<file path="config.mk">
export PLATFORM = sky130hd
export DESIGN_NAME = debug_control_status_vector_catch
export DESIGN_NICKNAME = d
export VERILOG_FILES = /design/src/design/debug_ctl_pkg.sv /design/src/design/debug_control_status_vector_catch.sv
export SDC_FILE = /design/constraint.sdc
export NUM_CORES = 1
export LEC_CHECK = 0
export ABC_AREA = 1
export ABC_CLOCK_PERIOD_IN_PS = 1600
export BUFFER_PORTS_ARGS = -buffer_cell sky130_fd_sc_hd__buf_2
export CAP_MARGIN = 20
export CORE_MARGIN = 5
export CORE_UTILIZATION = 30
export DETAILED_ROUTE_END_ITERATION = 8
export GPL_ROUTABILITY_DRIVEN = 0
export PLACE_DENSITY_LB_ADDON = 0.1
export SLEW_MARGIN = 20
export SYNTH_ARGS = -nofsm -noshare
export SYNTH_HDL_FRONTEND = slang
export SYNTH_SLANG_ARGS = --single-unit
</file>
<file path="constraint.sdc">
create_clock -name clock_i -period 1.6 [get_ports clock_i]
set_clock_uncertainty 0.15 [all_clocks]
set_input_delay 0.32 -clock clock_i [delete_from_list [all_inputs] [get_ports clock_i]]
set_output_delay 0.32 -clock clock_i [all_outputs]
set_load 0.01 [all_outputs]
</file>
<file path="src/design/debug_ctl_pkg.sv">
// constants shared by the debug control, status and vector-catch block
package debug_ctl_pkg;

  // ****************************************************************
  // register selection on the scan register port
  // ****************************************************************
  localparam logic [1:0] SEL_CONTROL = 2'h0;
  localparam logic [1:0] SEL_STATUS  = 2'h1;
  localparam logic [1:0] SEL_VCATCH  = 2'h2;

  // ****************************************************************
  // widths
  // ****************************************************************
  localparam int CTRL_W   = 6;
  localparam int STAT_W   = 5;
  localparam int VCATCH_W = 8;
  localparam int DATA_W   = 8;

  // ****************************************************************
  // debug_control field positions
  // ****************************************************************
  localparam int CTRL_CMP_DISABLE = 5;
  localparam int CTRL_MONITOR     = 4;
  localparam int CTRL_STEP        = 3;
  localparam int CTRL_INT_INHIBIT = 2;
  localparam int CTRL_FORCE_RQ    = 1;
  localparam int CTRL_FORCE_ACK   = 0;

  // ****************************************************************
  // debug_status field positions
  // ****************************************************************
  localparam int STAT_REQUEST  = 1;
  localparam int STAT_ACK      = 0;
  localparam int STAT_INT_EN   = 2;
  localparam int STAT_SYS_DONE = 3;
  localparam int STAT_ISA      = 4;

  // ****************************************************************
  // reset values
  // ****************************************************************
  localparam logic [5:0] CTRL_RESET    = 6'h10;
  localparam logic [7:0] VCATCH_RESET  = 8'h00;
  localparam logic       DISABLE_RESET = 1'h1;

  // ****************************************************************
  // vector decoding: index n catches byte address 4*n
  // ****************************************************************
  localparam int          VEC_LSB       = 2;
  localparam int          VEC_MSB       = 4;
  localparam logic [2:0]  VEC_PREFETCH  = 3'h3;
  localparam logic [2:0]  VEC_DATA_ABT  = 3'h4;

  // single-step sequencer states
  typedef enum logic [2:0] {
    STEP_IDLE  = 3'b001,
    STEP_RUN   = 3'b010,
    STEP_BREAK = 3'b100
  } step_state_e;

endpackage

</file>
<file path="src/design/debug_control_status_vector_catch.sv">
// debug control, debug status and vector catch logic of the on-chip debug unit
//
// Operation
// control register holds six bits
// write when read/write high, read when low
// bit 5 disables comparators, resets to 0
// reset-set disable flag cleared by chain-2 access
// bit 4 monitor mode turns breaks into aborts
// monitor select bit resets to one
// bit 3 enables single-step hardware
// leaving debug while stepping: one instruction, re-enter
// debugger changes step bit only in debug
// debugger never steps in monitor mode
// interrupts inhibited by acknowledge or bit 2
// bit 1 synchronised, ORed with external request
// acknowledge output is core acknowledge OR bit 0
// five-bit status register returned on read
// status bits 1:0 synchronised request, acknowledge
// status bit 2 is core interrupt enable
// status bit 3 is system access complete
// status bit 4 is compressed ISA state
// caught exception acts like breakpoint on vector
// bit 2 catches fetch from 0x8
// only exception-entry fetches are caught
// catch and step independent of comparators
// monitor mode skips abort vector catches
// catch bit n watches address 4*n
module debug_control_status_vector_catch
  import debug_ctl_pkg::*;
(
  input  wire logic                            clock_i,
  input  wire logic                            arst_n_i,
  input  wire logic                            reg_access_i,
  input  wire logic                            reg_write_i,
  input  wire logic [1:0]                      reg_select_i,
  input  wire logic [debug_ctl_pkg::DATA_W-1:0] reg_wdata_i,
  input  wire logic                            chain2_access_i,
  input  wire logic                            external_debug_request_i,
  input  wire logic                            core_debug_acknowledge_i,
  input  wire logic                            core_interrupt_enable_i,
  input  wire logic                            system_access_complete_i,
  input  wire logic                            compressed_isa_state_i,
  input  wire logic                            interrupt_i,
  input  wire logic                            fast_interrupt_i,
  input  wire logic                            fetch_valid_i,
  input  wire logic [31:0]                     fetch_addr_i,
  input  wire logic                            exception_entry_i,
  input  wire logic                            instr_executed_i,
  input  wire logic                            cmp_breakpoint_i,
  input  wire logic                            cmp_watchpoint_i,
  output logic      [debug_ctl_pkg::DATA_W-1:0] reg_rdata_o,
  output logic                                 comparators_disable_o,
  output logic                                 monitor_mode_o,
  output logic                                 debug_request_o,
  output logic                                 debug_acknowledge_o,
  output logic                                 interrupt_o,
  output logic                                 fast_interrupt_o,
  output logic                                 instruction_breakpoint_o,
  output logic                                 data_watchpoint_o,
  output logic                                 prefetch_abort_o,
  output logic                                 data_abort_o
);
  import debug_ctl_pkg::*;

  // ****************************************************************
  // declarations
  // ****************************************************************
  logic [CTRL_W-1:0]   debug_control;
  logic [VCATCH_W-1:0] vector_catch;
  logic                disable_flag;
  logic                ext_rq_s1;
  logic                ext_rq_s2;
  logic                ctl_rq_s1;
  logic                ctl_rq_s2;
  logic                ack_sync;
  logic                ack_prev;
  logic [STAT_W-1:0]   debug_status;
  logic                wr_control;
  logic                wr_vcatch;
  logic                rd_access;
  logic                next_ack;
  logic                int_block;
  logic                cmp_enabled;
  logic                monitor;
  logic [2:0]          vec_index;
  logic                vec_area;
  logic                vec_hit;
  logic                vec_suppress;
  logic                catch_fire;
  logic                step_fire;
  step_state_e         step_state;
  step_state_e         next_step_state;

  // ****************************************************************
  // register port decode
  // ****************************************************************
  assign wr_control = reg_access_i & reg_write_i & (reg_select_i == SEL_CONTROL);
  assign wr_vcatch  = reg_access_i & reg_write_i & (reg_select_i == SEL_VCATCH);
  assign rd_access  = reg_access_i & ~reg_write_i;

  // ****************************************************************
  // control, vector catch and disable registers
  // ****************************************************************
  // control register, six bits, monitor mode set at reset
  always_ff @(posedge clock_i or negedge arst_n_i) begin
    if (!arst_n_i) begin
      debug_control <= CTRL_RESET;
    end else if (wr_control) begin
      debug_control <= reg_wdata_i[CTRL_W-1:0];
    end
  end

  // vector catch register
  always_ff @(posedge clock_i or negedge arst_n_i) begin
    if (!arst_n_i) begin
      vector_catch <= VCATCH_RESET;
    end else if (wr_vcatch) begin
      vector_catch <= reg_wdata_i;
    end
  end

  // comparator disable flag held from reset until chain 2 is used
  always_ff @(posedge clock_i or negedge arst_n_i) begin
    if (!arst_n_i) begin
      disable_flag <= DISABLE_RESET;
    end else if (chain2_access_i) begin
      disable_flag <= 1'b0;
    end
  end

  // ****************************************************************
  // request synchronisers
  // ****************************************************************
  always_ff @(posedge clock_i or negedge arst_n_i) begin
    if (!arst_n_i) begin
      ext_rq_s1 <= 1'b0;
      ext_rq_s2 <= 1'b0;
      ctl_rq_s1 <= 1'b0;
      ctl_rq_s2 <= 1'b0;
    end else begin
      ext_rq_s1 <= external_debug_request_i;
      ext_rq_s2 <= ext_rq_s1;
      ctl_rq_s1 <= debug_control[CTRL_FORCE_RQ];
      ctl_rq_s2 <= ctl_rq_s1;
    end
  end

  // ****************************************************************
  // acknowledge sampling
  // ****************************************************************
  // acknowledge sampled for status and for step sequencing
  always_ff @(posedge clock_i or negedge arst_n_i) begin
    if (!arst_n_i) begin
      ack_sync <= 1'b0;
      ack_prev <= 1'b0;
    end else begin
      ack_sync <= core_debug_acknowledge_i;
      ack_prev <= ack_sync;
    end
  end

  // ****************************************************************
  // request, acknowledge and interrupt gating
  // ****************************************************************
  assign next_ack  = core_debug_acknowledge_i | debug_control[CTRL_FORCE_ACK];
  assign int_block = next_ack | debug_control[CTRL_INT_INHIBIT];

  always_ff @(posedge clock_i or negedge arst_n_i) begin
    if (!arst_n_i) begin
      debug_request_o     <= 1'b0;
      debug_acknowledge_o <= 1'b0;
    end else begin
      debug_request_o     <= ctl_rq_s2 | ext_rq_s2;
      debug_acknowledge_o <= next_ack;
    end
  end

  always_ff @(posedge clock_i or negedge arst_n_i) begin
    if (!arst_n_i) begin
      interrupt_o      <= 1'b0;
      fast_interrupt_o <= 1'b0;
    end else begin
      interrupt_o      <= interrupt_i & ~int_block;
      fast_interrupt_o <= fast_interrupt_i & ~int_block;
    end
  end

  // ****************************************************************
  // status register and read data
  // ****************************************************************
  always_comb begin
    debug_status                = '0;
    debug_status[STAT_REQUEST]  = ext_rq_s2;
    debug_status[STAT_ACK]      = ack_sync;
    debug_status[STAT_INT_EN]   = core_interrupt_enable_i;
    debug_status[STAT_SYS_DONE] = system_access_complete_i;
    debug_status[STAT_ISA]      = compressed_isa_state_i;
  end

  always_ff @(posedge clock_i or negedge arst_n_i) begin
    if (!arst_n_i) begin
      reg_rdata_o <= '0;
    end else if (rd_access) begin
      unique case (reg_select_i)
        SEL_CONTROL: begin
          reg_rdata_o <= {{(DATA_W-CTRL_W){1'b0}}, debug_control};
        end
        SEL_STATUS: begin
          reg_rdata_o <= {{(DATA_W-STAT_W){1'b0}}, debug_status};
        end
        SEL_VCATCH: begin
          reg_rdata_o <= vector_catch;
        end
        default: begin
          reg_rdata_o <= '0;
        end
      endcase
    end
  end

  // ****************************************************************
  // comparator enable and monitor mode
  // ****************************************************************
  assign cmp_enabled = ~debug_control[CTRL_CMP_DISABLE] & ~disable_flag;
  assign monitor     = debug_control[CTRL_MONITOR];

  always_ff @(posedge clock_i or negedge arst_n_i) begin
    if (!arst_n_i) begin
      comparators_disable_o <= DISABLE_RESET | CTRL_RESET[CTRL_CMP_DISABLE];
      monitor_mode_o        <= CTRL_RESET[CTRL_MONITOR];
    end else begin
      comparators_disable_o <= ~cmp_enabled;
      monitor_mode_o        <= monitor;
    end
  end

  // ****************************************************************
  // vector catch
  // ****************************************************************
  assign vec_index    = fetch_addr_i[VEC_MSB:VEC_LSB];
  assign vec_area     = (fetch_addr_i[31:VEC_MSB+1] == '0) &&
                        (fetch_addr_i[VEC_LSB-1:0] == '0);
  assign vec_suppress = monitor &&
                        ((vec_index == VEC_PREFETCH) || (vec_index == VEC_DATA_ABT));
  assign vec_hit      = vector_catch[vec_index] & vec_area;
  assign catch_fire   = fetch_valid_i & exception_entry_i & vec_hit & ~vec_suppress;

  // ****************************************************************
  // single-step sequencer
  // ****************************************************************
  always_comb begin
    next_step_state = step_state;
    unique case (step_state)
      STEP_IDLE: begin
        if (ack_prev && !ack_sync && debug_control[CTRL_STEP]) begin
          next_step_state = STEP_RUN;
        end
      end
      STEP_RUN: begin
        if (instr_executed_i) begin
          next_step_state = STEP_BREAK;
        end
      end
      STEP_BREAK: begin
        if (ack_sync) begin
          next_step_state = STEP_IDLE;
        end
      end
      default: begin
        next_step_state = STEP_IDLE;
      end
    endcase
  end

  always_ff @(posedge clock_i or negedge arst_n_i) begin
    if (!arst_n_i) begin
      step_state <= STEP_IDLE;
    end else begin
      step_state <= next_step_state;
    end
  end

  assign step_fire = (step_state == STEP_BREAK) & ~ack_sync;

  // ****************************************************************
  // breakpoint, watchpoint and abort outputs
  // ****************************************************************
  always_ff @(posedge clock_i or negedge arst_n_i) begin
    if (!arst_n_i) begin
      instruction_breakpoint_o <= 1'b0;
      data_watchpoint_o        <= 1'b0;
      prefetch_abort_o         <= 1'b0;
      data_abort_o             <= 1'b0;
    end else begin
      instruction_breakpoint_o <= catch_fire | step_fire |
                                  (cmp_enabled & cmp_breakpoint_i & ~monitor);
      data_watchpoint_o        <= cmp_enabled & cmp_watchpoint_i & ~monitor;
      prefetch_abort_o         <= cmp_enabled & cmp_breakpoint_i & monitor;
      data_abort_o             <= cmp_enabled & cmp_watchpoint_i & monitor;
    end
  end

endmodule

</file>
==> flow_summary.yaml, run 1 <==
status:
  outcome: "finished clean"
logic_synthesis:
  synth-seq-cells: 42
  seq_area_frac_synth_pct: 55.5
  synth_top_area_share_pct: 48.6
  synth.distinct_cells: 21
  yosysTopAreaCell: "dfrtp_1"
  netlist_area_um2: 1910
  ys_warn_count: 0
  synthesis.nets: 292
  netlist_top_cells_area: "dfrtp_1 (49%), nand2_1 (15%), dfstp_2 (6.9%)"
  synth.avg_cell_area_um2: 8.18
  synth_cells: 233
final_layout:
  final_cells: 398
  final_cell_mix: "nand2_1 (77), buf_2 (76), dfrtp_1 (37)"
  final_core_util_pct: 40.6
  fillerInstances: 669
  area_growth_pct: 33.8
  drive_above_1_share_pct: 33.0
  final_common_cell: "nand2_1"
  post-route-cell-area_um2: 2550
  nNetsFinal: 379
  antenna_cells: 0
die:
  io_pins: 77
  rows: 29
  core_um2: 6280
  die_x_um: 89.7
  die_y_um: 89.7
  initial_core_util_pct: 30.4
  dieArea_um2: 8050
critical_path:
  path_class: "input port to flop"
  crit_path_end_kind: "flop"
  worstPathRequired_ns: 1.68
  worstReg2RegStart: "step_state[0]"
  reg2reg_slack_ns: 0.24
  cp_common_cell: "or2_2"
  crit_end: "interrupt_o"
  worstPathMaxFanout: 2
  reg2reg_depth: 7
  cp_slowest_cell: "dlygate4sd3_1"
  crit_start: "core_debug_acknowledge_i"
  cp_cell_sequence: "dlygate4sd3_1 -> buf_2 -> or2_2 -> or2_2 -> nor2_1"
  worstPathArrival_ns: 1.62
  max_stage_delay_ns: 0.52
  r2r_end: "step_state[1]"
  critPathLaunchType: "input port"
cts:
  clk_pin_slew_worst_paths_ns: 0.08
  cts_tree: "built"
  htree_levels: 2
  clock_latency_ns: 0.29
  clockBufferDepth: 2
  cts.sinks: 42
  cts_buffers: 5
  cts_root_buf: "clkbuf_8"
timing:
  worstMarginPinSlew_ns: 0.360
  fmaxAchievable_mhz: 651
  finalSetupViolations: 0
  max_slew_margin_pct: 75.9
  fin_ws_ns: 0.0648
  fin_setup_tns_ns: 0
  rsz0062_at_grt: "no"
  hold_viol: 0
  holdWs_ns: 0.0706
  period_minus_slack_ns: 1.54
  fin_crit_sh_pct: 96.0
  finalMaxSlewViolations: 0
placement:
  port_buffers: 76
  place_inst: 386
  dpl_cell_area_um2: 2390
  dp_hpwl_um: 3610
  dp_slack_ns: 0.198
grt:
  grt_pass1_vias: 1739
  antenna_found_initial: 0
  grt_max_degree: 43
  overflow: 0
  track_usage_pct: 12.3
  grt_pass1_wl_um: 8140
power:
  ir_worst_vdd_mv: 0.443
  finalPower_mw: 2.78
  p_per_area_nw_per_um2: 1090
  p_leak_nw: 1.43
detailed_routing:
  avgRoutedWirePerCell_um: 11.6
  drtIter0Drc: 63
  routed_via_density: 4.23
  dr_total_vias: 1682
  drt_pass1_iterations: 4
  wirelength_um: 4630
  drtAntennaViolNets: 0
  post-route-drc-count: 0
hold_path:
  min_path_type: "input port to flop"
job:
  maxCapViolCount: 0
-- per-layer routing --
layer  wire (um)  GRT usage (%)  vias up
met4          79           4.53        0
met2        1980           18.6       66
met1        2190           15.9      721
li1            -              -      889
met5           0              0        -
met3         377           4.59        6
-- registers in the layout, summed over array words and instances (netlist names), 3 cells and up --
register,cells
reg_rdata_o,8
vector_catch,8
step_state,3
debug_control,6
-- logic make-up after synthesis --
family	synth area share [%]
AO/OA/AOI/OAI	7.81
flip-flops	55.5
AND/OR/NAND/NOR	29.0
buffers and inverters	7.75
-- Yosys cell counts --
master and count:
nor2_4 2, a31oi_1 1, dfrtp_1 37, o21ai_0 10
a21oi_2 2, or2_2 3, nand2_1 77, buf_6 1
o21ai_2 6, nor2_2 1, inv_2 1, o211ai_1 2
buf_2 1, inv_1 34, nand3_1 15, nor3_1 2
nand2_4 1, o31ai_1 1, dfstp_2 5, nand4_1 1
nor2_1 30
-- power by group --
| group | total (mW) | leakage (nW) | switching [mW] | internal, mW |
|---|---|---|---|---|
| registers | 1.35 | 0.517 | 0.0985 | 1.25 |
| clock network | 0.864 | 0.0585 | 0.356 | 0.509 |
| logic | 0.571 | 0.851 | 0.322 | 0.249 |
-- area by class of cell --
class                           instances  area, um2  area share, %
Tap cell                               77       96.3           3.78
Timing Repair Buffer                   82        448           17.6
Clock buffer                            7       86.3           3.39
Multi-Input combinational cell        154        701           27.5
Clock inverter                          1       30.0           1.18
Sequential cell                        42       1060           41.5
Inverter                               35        131           5.15
-- worst min-delay path by stage --
stage	startpoint	endpoint	slack (ns)	cells past startpoint
after global routing	fast_interrupt_i	fast_interrupt_o	0.06	3
after floorplan	arst_n_i	ack_prev	-0.13	0
after detailed placement	arst_n_i	ext_rq_s1	0.16	2
after global placement	arst_n_i	ext_rq_s1	0.16	2
final	fast_interrupt_i	fast_interrupt_o	0.07	3
after CTS	fast_interrupt_i	fast_interrupt_o	0.05	3
-- worst max-delay path, delay by kind of cell --
family	cells	cell delay, ns
simple gates	3	0.64
buf+inv	2	0.64
-- timing repair --
| item | CTS | global route |
|---|---|---|
| setup buffers | 0 | 0 |
| hold endpoints to repair | 40 | 0 |
| setup endpoints to repair | 0 | 0 |
| hold buffers | 4 | 0 |
| gates resized for setup | 0 | 0 |
(Power assumes the default switching activity.)
==> inputs of run 2 (changes only) <==
--- a/config.mk
+++ b/config.mk
@@ -9,8 +9,9 @@
 export ABC_CLOCK_PERIOD_IN_PS = 1600
 export BUFFER_PORTS_ARGS = -buffer_cell sky130_fd_sc_hd__buf_2
 export CAP_MARGIN = 20
-export CORE_MARGIN = 5
+export CORE_ASPECT_RATIO = 1.75
 export CORE_UTILIZATION = 30
+export CTS_CLUSTER_DIAMETER = 200
 export DETAILED_ROUTE_END_ITERATION = 8
 export GPL_ROUTABILITY_DRIVEN = 0
 export PLACE_DENSITY_LB_ADDON = 0.1
==> run 2 against run 1 <==
Non-clock buffer count is 2 higher; flip-flop and latch count did not move; global-route usage rose by 2.5 points; register-to-register slack about the same; sequential share of layout area shrank 0.18 points; wire length fell by 3.2%; maximum frequency increased by 2.9%; sequential power barely moved; via count rose by 0.36%; die area decreased by 17%; critical endpoint unchanged; highest routed layer unchanged.
==> flow_summary.yaml, run 2 (synthesis gave the netlist of run 1 again) <==
detailed_routing:
  routed_via_density: 4.19
  wirelength_um: 4480
  post-route-drc-count: 0
  avgRoutedWirePerCell_um: 11.1
  drtAntennaViolNets: 0
  drt_pass1_iterations: 6
  drtIter0Drc: 25
  dr_total_vias: 1688
power:
  p_int_mw: 1.97
  finalPower_mw: 2.76
  p_per_area_nw_per_um2: 1080
  p_sw_uw: 788
  switching_share_pct: 28.6
  clkPwrFrac_pct: 30.1
  sequentialPowerShare_pct: 48.9
  pwr-share-comb_pct: 21.0
  p_leak_nw: 1.43
  ir_worst_vdd_mv: 0.664
die:
  die_x_um: 62.2
  die_y_um: 107
  io_pins: 77
  core_um2: 6180
  dieArea_um2: 6690
  rows: 38
  initial_core_util_pct: 30.8
final_layout:
  final_cells: 403
  final_common_cell: "nand2_1"
  nNetsFinal: 381
  final_core_util_pct: 41.4
  antenna_cells: 0
  drive_above_1_share_pct: 33.1
  final_cell_mix: "nand2_1 (77), buf_2 (76), dfrtp_1 (37)"
  top_regs: "reg_rdata_o x8, vector_catch x8, debug_control x6"
  area_growth_pct: 34.4
timing:
  finalMaxSlewViolations: 0
  rsz0062_at_grt: "no"
  max_slew_margin_pct: 76.2
  hold_viol: 0
  fin_crit_sh_pct: 93.2
  fin_setup_tns_ns: 0
  holdWs_ns: 0.0739
  finalSetupViolations: 0
  fmaxAchievable_mhz: 671
  worstMarginPinSlew_ns: 0.356
  period_minus_slack_ns: 1.49
status:
  outcome: "finished clean"
placement:
  place_inst: 391
  port_buffers: 76
  dp_hpwl_um: 3590
critical_path:
  worstPathMaxFanout: 2
  worstPathArrival_ns: 1.57
  worstPathRequired_ns: 1.68
  path_class: "input port to flop"
  crit_path_end_kind: "flop"
  critPathLaunchType: "input port"
hold_path:
  min_path_type: "input port to flop"
cts:
  cts_setup_buffers: 0
  cts_tree: "built"
  clock_latency_ns: 0.29
  cts_root_buf: "clkbuf_8"
  cts_buffers: 5
  clk_pin_slew_worst_paths_ns: 0.08
  cts.sinks: 42
  clockBufferDepth: 2
  htree_levels: 2
job:
  maxCapViolCount: 0
grt:
  overflow: 0
  grt_pass1_wl_um: 7550
  track_usage_pct: 14.8
  grt_max_degree: 23
  grt_pass1_vias: 1639
  antenna_found_initial: 0
-- run 2: path summary, 6_finish.rpt --
kind                                     startpoint  cells after the start  slack (ns)            end
max                        core_debug_acknowledge_i                      5        0.11    interrupt_o
min reg2reg                               ext_rq_s1                      0        0.20      ext_rq_s2
max reg2reg                           step_state[0]                      7        0.23  step_state[1]
min                                     interrupt_i                      3        0.07    interrupt_o
min in group asynchronous                  arst_n_i                      2        0.29  step_state[1]
max in group asynchronous                  arst_n_i                      3        0.48   disable_flag
-- run 2: area by class of cell --
class	count	area, um2
Fill cell	674	3620
Sequential cell	42	1060
Multi-Input combinational cell	154	703
Timing Repair Buffer	84	463
Inverter	35	131
Tap cell	80	100
Clock buffer	7	76.3
Clock inverter	1	30.0
-- run 2: power groups by stage --
stage,clock [mW],sequential (mW),combinational (mW)
2_1_floorplan,0,1.37,0.312
3_5_place_dp,0,1.37,0.574
5_1_grt,0.886,1.37,0.677
4_1_cts,0.850,1.35,0.583
6_report,0.831,1.35,0.578
3_3_place_gp,0,1.37,0.565
-- run 2: layer usage --
metal	up-vias	GRT usage (%)	wire length (um)
met5	-	0	0
met4	0	6.98	114
met3	9	2.75	207
met2	48	27.7	2450
met1	741	15.6	1710
li1	890	-	-
-- run 2: repair_timing --
item | 4_1_cts | 5_1_grt
gates resized for setup | 0 | 1
endpoints found under the setup margin | 0 | 2
hold endpoints to repair | 11 | 0
hold buffers | 4 | 0
-- run 2: metrics by stage --
| step | instance area (um2) | setup WS (ns) |
|---|---|---|
| after floorplan | 1910 | 0.333 |
| final | 2560 | 0.109 |
| after global routing | 2560 | 0.0567 |
| after CTS | 2560 | 0.0469 |
| after global placement | 2410 | 0.275 |
| after detailed placement | 2410 | 0.251 |
-- run 2: worst max-delay path, cell delays in order --
cell and delay (ns):
dlygate4sd3_1 0.53, buf_2 0.13, or2_2 0.28, or2_4 0.24, nor2_1 0.08
==> inputs of run 3 (changes only) <==
--- a/config.mk
+++ b/config.mk
@@ -10,7 +10,7 @@
 export BUFFER_PORTS_ARGS = -buffer_cell sky130_fd_sc_hd__buf_2
 export CAP_MARGIN = 20
 export CORE_ASPECT_RATIO = 1.75
-export CORE_UTILIZATION = 30
+export CORE_UTILIZATION = 48
 export CTS_CLUSTER_DIAMETER = 200
 export DETAILED_ROUTE_END_ITERATION = 8
 export GPL_ROUTABILITY_DRIVEN = 0
==> run 3 against run 2 <==
Setup slack worse by 0.066 ns; critical path depth unchanged; sequential power about the same; clock power down 3.2%; utilization up 24 points; largest cell class unchanged; global-route usage up 5.8 points; cell count down 8.7%; maximum frequency down 4.2%.
==> flow_summary.yaml, run 3 (synthesis gave the netlist of run 1 again) <==
status:
  outcome: "finished clean"
final_layout:
  area_growth_pct: 31.1
  antenna_cells: 0
  final_core_util_pct: 65.3
  final_cell_mix: "nand2_1 (77), buf_2 (76), dfrtp_1 (37)"
  drive_above_1_share_pct: 32.8
  top_regs: "reg_rdata_o x8, vector_catch x8, debug_control x6"
  nNetsFinal: 378
  final_common_cell: "nand2_1"
die:
  dieArea_um2: 4240
  die_y_um: 85.4
  core_um2: 3830
  rows: 30
  initial_core_util_pct: 49.8
  die_x_um: 49.6
  io_pins: 77
timing:
  hold_viol: 0
  fin_crit_sh_pct: 97.4
  finalMaxSlewViolations: 0
  rsz0062_at_grt: "no"
  period_minus_slack_ns: 1.56
  fmaxAchievable_mhz: 642
  max_slew_margin_pct: 77.1
  worstMarginPinSlew_ns: 0.341
  fin_setup_tns_ns: 0
  finalSetupViolations: 0
cts:
  cts_tree: "built"
  clockBufferDepth: 2
  htree_levels: 2
  clock_latency_ns: 0.29
  clk_pin_slew_worst_paths_ns: 0.07
  cts_buffers: 5
  cts.sinks: 42
  cts_root_buf: "clkbuf_8"
detailed_routing:
  dr_total_vias: 1695
  drtAntennaViolNets: 0
  drtIter0Drc: 57
  avgRoutedWirePerCell_um: 10.7
  post-route-drc-count: 0
  routed_via_density: 4.61
  wirelength_um: 3950
  drt_pass1_iterations: 4
power:
  finalPower_mw: 2.72
  p_per_area_nw_per_um2: 1090
  p_leak_nw: 1.42
  ir_worst_vdd_mv: 0.817
critical_path:
  crit_start: "core_debug_acknowledge_i"
  worstReg2RegStart: "step_state[0]"
  critPathLaunchType: "input port"
  crit_path_end_kind: "flop"
  crit_end: "fast_interrupt_o"
  worstPathRequired_ns: 1.68
  reg2reg_depth: 7
  worstPathMaxFanout: 2
  path_class: "input port to flop"
  reg2reg_slack_ns: 0.22
  worstPathArrival_ns: 1.64
  r2r_end: "step_state[1]"
grt:
  antenna_found_initial: 0
  grt_pass1_wl_um: 6660
  grt_max_degree: 43
  grt_pass1_vias: 1602
  track_usage_pct: 20.6
  overflow: 0
placement:
  dp_hpwl_um: 3090
  port_buffers: 76
job:
  maxCapViolCount: 0
hold_path:
  min_path_type: "input port to flop"
==> run 3: worst min-delay path by stage <==
stage / start / end / cells past startpoint
finish: fast_interrupt_i / fast_interrupt_o / 3
global route: fast_interrupt_i / fast_interrupt_o / 3
CTS: fast_interrupt_i / fast_interrupt_o / 3
detailed placement: arst_n_i / instruction_breakpoint_o / 2
global placement: arst_n_i / reg_rdata_o[6] / 2
floorplan: arst_n_i / ack_prev / 0
==> run 3: power breakdown <==
part           total (mW)  switching (mW)  leakage [nW]  internal (mW)
registers            1.35           0.102         0.517           1.25
clock network       0.804           0.338        0.0524          0.467
logic               0.565           0.318         0.846          0.247
==> run 3: stage by stage <==
| step | hold slack (ns) | worst slack [ns] | instances | cell area [um2] |
|---|---|---|---|---|
| 2_1_floorplan | -0.126 | 0.333 | 233 | 1910 |
| 5_1_grt | 0.0765 | 0.0292 | 368 | 2500 |
| 3_5_place_dp | 0.166 | 0.206 | 356 | 2350 |
| 4_1_cts | 0.0760 | 0.0424 | 368 | 2500 |
| 6_report | 0.0772 | 0.0424 | 368 | 2500 |
| 3_3_place_gp | 0.178 | 0.260 | 356 | 2350 |
==> run 3: area by class of cell <==
| cell class | count | area (um2) |
|---|---|---|
| inverter | 35 | 131 |
| tap | 48 | 60.1 |
| multi-input combinational | 154 | 703 |
| clock inverter | 1 | 30.0 |
| fill | 363 | 1330 |
| sequential | 42 | 1060 |
| timing repair buffer | 81 | 440 |
| clock buffer | 7 | 76.3 |
==> run 3: worst max-delay path, cell delays in order <==
cell and delay [ns]:
dlygate4sd3_1 0.53, buf_2 0.12, or2_2 0.27, or2_2 0.30
nor2_1 0.09
==> run 3: metal layers <==
layer  global-route usage [%]  wire length, um  up-vias
met5                        0                0        -
met4                     8.05               61        0
met3                     3.94              194        6
met2                     38.2             2160       51
met1                     22.3             1540      752
li1                         -                -      886
==> run 3: repair_timing <==
action / in CTS / in global routing
hold buffers: 4 / 0
gates resized for setup: 0 / 1
hold endpoints to repair: 40 / 0
setup endpoints to repair: 0 / 1
setup buffers: 0 / 0
